[src/pcb_pkg.sv]
package pcb_pkg;

  // register indices as printed; byte address is four times the index
  localparam logic [7:0]  PCB_IDX_PCS_CONFIG_STATUS   = 8'h16;
  localparam logic [7:0]  PCB_IDX_REDUCED_IFACE_CTRL  = 8'h17;
  localparam logic [7:0]  PCB_IDX_CTRL_STATUS         = 8'h18;
  localparam logic [9:0]  PCB_ADDR_PCS_CONFIG_STATUS  = {PCB_IDX_PCS_CONFIG_STATUS, 2'h0};
  localparam logic [9:0]  PCB_ADDR_REDUCED_IFACE_CTRL = {PCB_IDX_REDUCED_IFACE_CTRL, 2'h0};
  localparam logic [9:0]  PCB_ADDR_CTRL_STATUS        = {PCB_IDX_CTRL_STATUS, 2'h0};

  // coding sublayer register fields
  localparam int PCB_PCS_FIBER_BIT       = 6;
  localparam int PCB_PCS_FORCE_BIT       = 5;
  localparam int PCB_PCS_RSVD_BIT        = 4;
  localparam int PCB_PCS_FAR_FAULT_BIT   = 3;
  localparam int PCB_PCS_NRZI_BIT        = 2;
  localparam int PCB_PCS_TX_WHITEN_BIT   = 1;
  localparam int PCB_PCS_RX_WHITEN_BIT   = 0;

  // reduced interface register fields
  localparam int PCB_RIF_RSVD_HI_BIT     = 15;
  localparam int PCB_RIF_MASTER_BIT      = 14;
  localparam int PCB_RIF_ALIGN_DIS_BIT   = 13;
  localparam int PCB_RIF_RSVD_LO_MSB     = 12;
  localparam int PCB_RIF_RSVD_LO_LSB     = 9;

  // control/status register fields
  localparam int PCB_CS_SOFT_RESET_BIT   = 0;
  localparam int PCB_CS_LINK_GOOD_BIT    = 1;
  localparam int PCB_CS_RECONF_PEND_BIT  = 2;

  localparam logic [15:0] PCB_RESET_VALUE        = 16'h0000;
  localparam logic [31:0] PCB_RDATA_UNMAPPED     = 32'h0000_0000;
  // realigner: symbol of 4 bits at 2 bits per reference edge
  localparam logic [1:0]  PCB_SYMBOL_EDGES       = 2'h2;
  localparam int          PCB_SYNC_STAGES        = 2;

  typedef struct packed {
    logic fiber_mode_enable;
    logic link_force;
    logic far_fault_indicate_enable;
    logic nrzi_skip;
    logic tx_whitening_skip;
    logic rx_whitening_skip;
    logic clock_master;
    logic tx_phase_align_disable;
  } pcb_cfg_t;

  typedef struct packed {
    logic fiber;
    logic clock_master;
  } pcb_strap_t;

endpackage

[src/pcb_sync.sv]
`timescale 1ns/1ps
module pcb_sync #(
  parameter int WIDTH = 1
) (
  // clock and reset
  input  wire logic             pclk,
  input  wire logic             presetn,
  // data
  input  wire logic [WIDTH-1:0] async_i,
  output logic      [WIDTH-1:0] sync_o
);
  logic [WIDTH-1:0] meta_q;

  // meta_q feeds only the second stage
  always_ff @(posedge pclk or negedge presetn) begin
    if (!presetn) begin
      meta_q <= '0;
      sync_o <= '0;
    end else begin
      meta_q <= async_i;
      sync_o <= meta_q;
    end
  end
endmodule // pcb_sync

[src/pcb_tx_align.sv]
`timescale 1ns/1ps
module pcb_tx_align
  import pcb_pkg::*;
(
  // clock and reset
  input  wire logic pclk,
  input  wire logic presetn,
  // control
  input  wire logic align_disable,
  input  wire logic tx_enable,
  // outputs
  output logic      phase_q,
  output logic      realign_pulse
);
  logic       tx_en_prev_q;
  logic [1:0] edge_cnt_q;
  logic       sof;

  assign sof           = tx_enable && !tx_en_prev_q;
  assign realign_pulse = sof && !align_disable;

  always_ff @(posedge pclk or negedge presetn) begin
    if (!presetn) begin
      tx_en_prev_q <= 1'b0;
    end else begin
      tx_en_prev_q <= tx_enable;
    end
  end

  // realigned: restart phase at packet start; otherwise free-run in whole symbols
  always_ff @(posedge pclk or negedge presetn) begin
    if (!presetn) begin
      edge_cnt_q <= 2'h0;
    end else if (realign_pulse) begin
      edge_cnt_q <= 2'h1;
    end else if (edge_cnt_q == PCB_SYMBOL_EDGES - 2'h1) begin
      edge_cnt_q <= 2'h0;
    end else begin
      edge_cnt_q <= edge_cnt_q + 2'h1;
    end
  end

  assign phase_q = (edge_cnt_q == 2'h0);
endmodule // pcb_tx_align

[src/pcb_regs.sv]
`timescale 1ns/1ps
// Overview of operation
// - force bit OR input forces good link
// - bit 4 ignores writes, reads zero
// - far fault enable, default from fiber strap
// - nrzi skip bit, resets to zero
// - tx whitening skip, default from fiber strap
// - rx whitening skip, default from fiber strap
// - clock master bit selects reference clock mode
// - align disable clear realigns each packet start
// - align disable set sends whole symbols
// - fiber change needs soft reset to apply
module pcb_regs
  import pcb_pkg::*;
(
  // clock and reset
  input  wire logic        pclk,
  input  wire logic        presetn,
  // apb slave
  input  wire logic        psel,
  input  wire logic        penable,
  input  wire logic        pwrite,
  input  wire logic [9:0]  paddr,
  input  wire logic [31:0] pwdata,
  input  wire logic [3:0]  pstrb,
  output logic      [31:0] prdata,
  output logic             pready,
  output logic             pslverr,
  // strap pins
  input  wire logic        strap_fiber,
  input  wire logic        strap_clock_master,
  // datapath
  input  wire logic        mac_link_force_input,
  input  wire logic        link_ok_raw,
  input  wire logic        tx_enable,
  // controls to datapath
  output pcb_cfg_t         cfg_q,
  output logic             link_good,
  output logic             tx_phase_q,
  output logic             tx_realign_pulse
);
  pcb_strap_t  strap_raw;
  pcb_strap_t  strap_s;
  logic        force_s;
  logic        link_raw_s;
  logic [1:0]  load_pend_q;
  logic        cfg_applied_q;
  logic [15:0] pcs_q;
  logic [15:0] rif_q;
  logic        fiber_applied_q;
  logic        reconf_pend_q;
  logic        wr_en;
  logic        rd_en;
  logic        hit_pcs;
  logic        hit_rif;
  logic        hit_cs;
  logic        soft_reset;
  logic [15:0] wmask;
  logic [15:0] pcs_rd;
  logic [15:0] rif_rd;
  logic [15:0] cs_rd;

  assign strap_raw = '{fiber: strap_fiber, clock_master: strap_clock_master};

  pcb_sync #(.WIDTH(4)) u_sync (
    .pclk    (pclk),
    .presetn (presetn),
    .async_i ({strap_raw, mac_link_force_input, link_ok_raw}),
    .sync_o  ({strap_s, force_s, link_raw_s})
  );

  // apb decode, zero wait states
  assign hit_pcs    = (paddr == PCB_ADDR_PCS_CONFIG_STATUS);
  assign hit_rif    = (paddr == PCB_ADDR_REDUCED_IFACE_CTRL);
  assign hit_cs     = (paddr == PCB_ADDR_CTRL_STATUS);
  assign wr_en      = psel && penable && pwrite;
  assign rd_en      = psel && !pwrite;
  assign pready     = 1'b1;
  assign pslverr    = psel && penable && !(hit_pcs || hit_rif || hit_cs);
  assign wmask      = {{8{pstrb[1]}}, {8{pstrb[0]}}};
  assign soft_reset = wr_en && hit_cs && pstrb[0] && pwdata[PCB_CS_SOFT_RESET_BIT];

  // strap capture waits out both synchroniser stages, which reset to zero
  always_ff @(posedge pclk or negedge presetn) begin
    if (!presetn) begin
      load_pend_q   <= 2'h3;
      cfg_applied_q <= 1'b0;
    end else begin
      load_pend_q   <= {load_pend_q[0], 1'b0};
      cfg_applied_q <= (load_pend_q == 2'h0);
    end
  end

  // coding sublayer register
  always_ff @(posedge pclk or negedge presetn) begin
    if (!presetn) begin
      pcs_q <= PCB_RESET_VALUE;
    end else if (!cfg_applied_q) begin
      pcs_q[PCB_PCS_FIBER_BIT]     <= strap_s.fiber;
      pcs_q[PCB_PCS_FAR_FAULT_BIT] <= strap_s.fiber;
      pcs_q[PCB_PCS_TX_WHITEN_BIT] <= strap_s.fiber;
      pcs_q[PCB_PCS_RX_WHITEN_BIT] <= strap_s.fiber;
    end else if (wr_en && hit_pcs) begin
      pcs_q <= (pcs_q & ~wmask) | (pwdata[15:0] & wmask);
      pcs_q[PCB_PCS_RSVD_BIT] <= 1'b0;
    end
  end

  // reduced interface register; reserved bits stored as written
  always_ff @(posedge pclk or negedge presetn) begin
    if (!presetn) begin
      rif_q <= PCB_RESET_VALUE;
    end else if (!cfg_applied_q) begin
      rif_q[PCB_RIF_MASTER_BIT] <= strap_s.clock_master;
    end else if (wr_en && hit_rif) begin
      rif_q <= (rif_q & ~wmask) | (pwdata[15:0] & wmask);
    end
  end

  // fiber mode only takes effect on soft reset
  always_ff @(posedge pclk or negedge presetn) begin
    if (!presetn) begin
      fiber_applied_q <= 1'b0;
    end else if (!cfg_applied_q || soft_reset) begin
      fiber_applied_q <= !cfg_applied_q ? strap_s.fiber : pcs_q[PCB_PCS_FIBER_BIT];
    end
  end

  always_ff @(posedge pclk or negedge presetn) begin
    if (!presetn) begin
      reconf_pend_q <= 1'b0;
    end else begin
      reconf_pend_q <= pcs_q[PCB_PCS_FIBER_BIT] != fiber_applied_q;
    end
  end

  always_ff @(posedge pclk or negedge presetn) begin
    if (!presetn) begin
      cfg_q <= '0;
    end else begin
      cfg_q.fiber_mode_enable         <= fiber_applied_q;
      cfg_q.link_force                <= pcs_q[PCB_PCS_FORCE_BIT] | force_s;
      cfg_q.far_fault_indicate_enable <= pcs_q[PCB_PCS_FAR_FAULT_BIT];
      cfg_q.nrzi_skip                 <= pcs_q[PCB_PCS_NRZI_BIT];
      cfg_q.tx_whitening_skip         <= pcs_q[PCB_PCS_TX_WHITEN_BIT];
      cfg_q.rx_whitening_skip         <= pcs_q[PCB_PCS_RX_WHITEN_BIT];
      cfg_q.clock_master              <= rif_q[PCB_RIF_MASTER_BIT];
      cfg_q.tx_phase_align_disable    <= rif_q[PCB_RIF_ALIGN_DIS_BIT];
    end
  end

  always_ff @(posedge pclk or negedge presetn) begin
    if (!presetn) begin
      link_good <= 1'b0;
    end else begin
      link_good <= cfg_q.link_force | link_raw_s;
    end
  end

  pcb_tx_align u_align (
    .pclk          (pclk),
    .presetn       (presetn),
    .align_disable (cfg_q.tx_phase_align_disable),
    .tx_enable     (tx_enable),
    .phase_q       (tx_phase_q),
    .realign_pulse (tx_realign_pulse)
  );

  // read mux
  always_comb begin
    pcs_rd = pcs_q;
    pcs_rd[PCB_PCS_RSVD_BIT] = 1'b0;
    rif_rd = rif_q;
    cs_rd  = 16'h0000;
    cs_rd[PCB_CS_LINK_GOOD_BIT]   = link_good;
    cs_rd[PCB_CS_RECONF_PEND_BIT] = reconf_pend_q;
  end

  always_ff @(posedge pclk or negedge presetn) begin
    if (!presetn) begin
      prdata <= PCB_RDATA_UNMAPPED;
    end else if (rd_en && !penable) begin
      if (hit_pcs) begin
        prdata <= {16'h0000, pcs_rd};
      end else if (hit_rif) begin
        prdata <= {16'h0000, rif_rd};
      end else if (hit_cs) begin
        prdata <= {16'h0000, cs_rd};
      end else begin
        prdata <= PCB_RDATA_UNMAPPED;
      end
    end
  end
endmodule // pcb_regs

[config.mk]
export PLATFORM = sky130hd
export DESIGN_NAME = pcb_regs
export DESIGN_NICKNAME = d
export VERILOG_FILES = /design/src/pcb_pkg.sv /design/src/pcb_sync.sv /design/src/pcb_tx_align.sv /design/src/pcb_regs.sv
export SDC_FILE = /design/constraint.sdc
export NUM_CORES = 1
export LEC_CHECK = 0
export BUFFER_PORTS_ARGS = -buffer_cell sky130_fd_sc_hd__buf_2
export CAP_MARGIN = 20
export CORE_MARGIN = 2
export CORE_UTILIZATION = 50
export CTS_CLUSTER_DIAMETER = 40
export DETAILED_ROUTE_END_ITERATION = 6
export GPL_TIMING_DRIVEN = 0
export PLACE_DENSITY = 0.86
export SETUP_SLACK_MARGIN = 0.02
export SYNTH_ARGS = -nofsm -noshare
export SYNTH_HDL_FRONTEND = slang
export SYNTH_SLANG_ARGS = --single-unit
[constraint.sdc]
create_clock -name pclk -period 2.53 [get_ports pclk]
set_clock_uncertainty 0.15 [all_clocks]
set_input_delay 0.506 -clock pclk [delete_from_list [all_inputs] [get_ports pclk]]
set_output_delay 0.506 -clock pclk [all_outputs]
set_load 0.01 [all_outputs]
==> metrics <==
most frequent cells after synthesis=dfrtp_1, mux2_2, buf_4, a221o_1, and2_0; Worst Max-Slew Pin Slew=0.878 ns; sequential area share after synthesis=61.0%; clock share of power=39.5%; hold_buf cts=0; post-CTS setup buffers=0; ANT nets after route=0; DPL Wire Length=4050 um; TritonCTS clock tree=yes; gr ovfl total=0; Slew headroom=41.5%; Fin. Hold Viols=0; critical path startpoint category=input port; crit path max fanout=8; Worst Path Arrival=1.59 ns; Die Span Y=80.9 um; Internal=1.73 mW; CTS Buf Count=9; unrepaired setup endpoints after global routing=false; Mapped Cells=215; first-pass GRT wire length=8960 um; CTS sink cnt=72; IO Port Bufs=64; pin count of the biggest net entering global routing=73; CP dominant cell by count=buf_2; CP max stage cell=nor4b_2; initial core utilization=50.9%; Reg-to-Reg Start=cfg_applied_q; Switch Pwr=0.511 mW; FILL cells=486; Final WS setup=0.280 ns; fmax=444 MHz; hold crit path type=input port to async pin; status=finished clean; post-synth cell types=38; Worst Setup Path Type=input port to output port; Reg clk slew, reported paths=0.07 ns; clk buf depth=2; most common cell in the netlist=dfrtp_1; PD cells=617 nW/um^2; Reg power frac=53.5%; H-tree Lvls=3; Final Cycle Share=88.9%; die area=6550 sq um; Avg Inst Size Synth=13.8 sq um; core area=5820 sq um; share of layout cells above drive strength 1=45.0%; final instance area=3630 sq um; initial antenna violation count=0; Synth Register Bits=72; Setup WS pre-CTS=-0.00823 ns; WL per Instance=15.0 um; CP Data Required Time=1.87 ns; CP startpoint=paddr[2]; yosys warns=0; vias per std cell=5.05; DRC viols=0; Final Util=62.5%; max incr delay on CP=0.50 ns; combinational power share=7.0%; dpl cell area=3430 sq um; area grow syn2layout=22.8%; # IOs=101; NumNets Final=362; Max Cap Viol=0; Ant. Diodes=0; dominant register cell in the synthesized netlist=dfrtp_1; worst reg2reg path depth=5; static leakage=1.88 nW; Pre-Repair DR Iteration Count=4; vias in the first global route=1929; switching fraction of total power=22.8%; Root Buffer=clkbuf_8; end of the critical path=pslverr; Post-synth EDFFs=0; R2R Setup Slk=0.33 ns; crit end category=output port; Post-Syn Area=2960 sq um; area share of the largest cell type after synthesis=59.2%; max-slew violations=0; Area contributors post-synth=dfrtp_1, mux2_2, buf_4; FP Rows=28; Routed WL=5790 um; later-pin clock latency in the skew report=0.35 ns; setup violators final=0; min Tclk post-route=2.25 ns; via count=1949; Tot GR Track Use=18.8%; DR iter-0 viols=85; GPL Wtd Cong=0.856; crit-path cells=buf_2, nor4b_2, inv_1, a21oi_1, nor2_1, buf_2; Die Wd=80.9 um; Yosys top cell by area=dfrtp_1; VDD IR max=351 uV; Async S/R FF share, synth=100%
==> worst min-delay path by stage <==
stage	slack (ns)	to
floorplan	0.06	async pin
global placement	0.18	u_sync.sync_o[1]
detailed placement	0.18	u_sync.sync_o[0]
CTS	0.10	u_sync.meta_q[2]
global route	0.10	u_sync.meta_q[2]
finish	0.11	prdata[1]
==> cell usage in the layout (no fill, tap or decap), drive strengths merged, types with 4 or more instances in the layout <==
master | netlist | final
mux2i | 5 | 5
nor3 | 4 | 4
conb | 2 | 18
buf | 23 | 87
clkbuf | 1 | 14
nand4 | 4 | 4
a221o | 13 | 13
and2 | 13 | 13
mux2 | 26 | 26
nor4 | 4 | 4
dfrtp | 70 | 70
nor2 | 9 | 9
or2 | 4 | 4
nand2 | 5 | 5
a21oi | 9 | 9
==> critical path: cells and delay by family <==
kind / cells / cell delay (ns)
buffers and inverters: 3 / 0.39
AOI/OAI and AO/OA: 1 / 0.14
and+or+nand+nor: 2 / 0.57
==> through the flow <==
step / power, mW / std cells / TNS [ns] / hold slack, ns
2_1_floorplan: 1.29 / 231 / 0 / 0.0604
3_3_place_gp: 1.37 / 370 / 0 / 0.183
3_5_place_dp: 1.38 / 370 / -0.0505 / 0.185
4_1_cts: 2.26 / 386 / 0 / 0.103
5_1_grt: 2.32 / 386 / 0 / 0.104
6_report: 2.24 / 386 / 0 / 0.112
==> area by class of cell <==
class | instances | area, sq um | area share [%]
flip-flops and latches | 72 | 1800 | 49.7
multi-input cells | 132 | 1040 | 28.8
repair buffers | 64 | 323 | 8.89
plain buffers | 24 | 164 | 4.51
clock buffers | 13 | 149 | 4.10
well taps | 75 | 93.8 | 2.58
clock inverters | 3 | 42.5 | 1.17
inverters | 3 | 11.3 | 0.310
==> cells by family (layout without fill, tap and decap cells) <==
logic type | count (synthesis) | in the layout | share of synthesized area [%]
AOI/OAI and AO/OA | 27 | 27 | 7.28
xor gates and xnor gates | 1 | 1 | 0.296
buffers and inverters | 27 | 107 | 5.92
DFF | 72 | 72 | 61.0
muxes | 31 | 31 | 11.6
other | 2 | 18 | 0.254
and+or+nand+nor | 55 | 55 | 13.7
==> repair_timing <==
action | in CTS | in global routing
endpoints found under the hold margin | 0 | 0
resized for setup | 0 | 1
setup endpoints to repair | 0 | 1
==> power groups by stage <==
stage	clock (mW)	combinational (mW)	sequential [mW]
floorplan	0	0.0720	1.22
CTS	0.901	0.156	1.20
detailed placement	0	0.156	1.22
global route	0.948	0.176	1.20
finish	0.885	0.157	1.20
global placement	0	0.151	1.22
==> layer usage <==
metal | GRT usage [%] | vias up | share of wire [%]
met5 | 0 | - | 0
met4 | 9.66 | 0 | 1.9
li1 | - | 926 | -
met1 | 24.6 | 944 | 44
met2 | 29.3 | 66 | 47
met3 | 4.67 | 13 | 7.0
No activity file was read; power rests on OpenSTA's default activity.
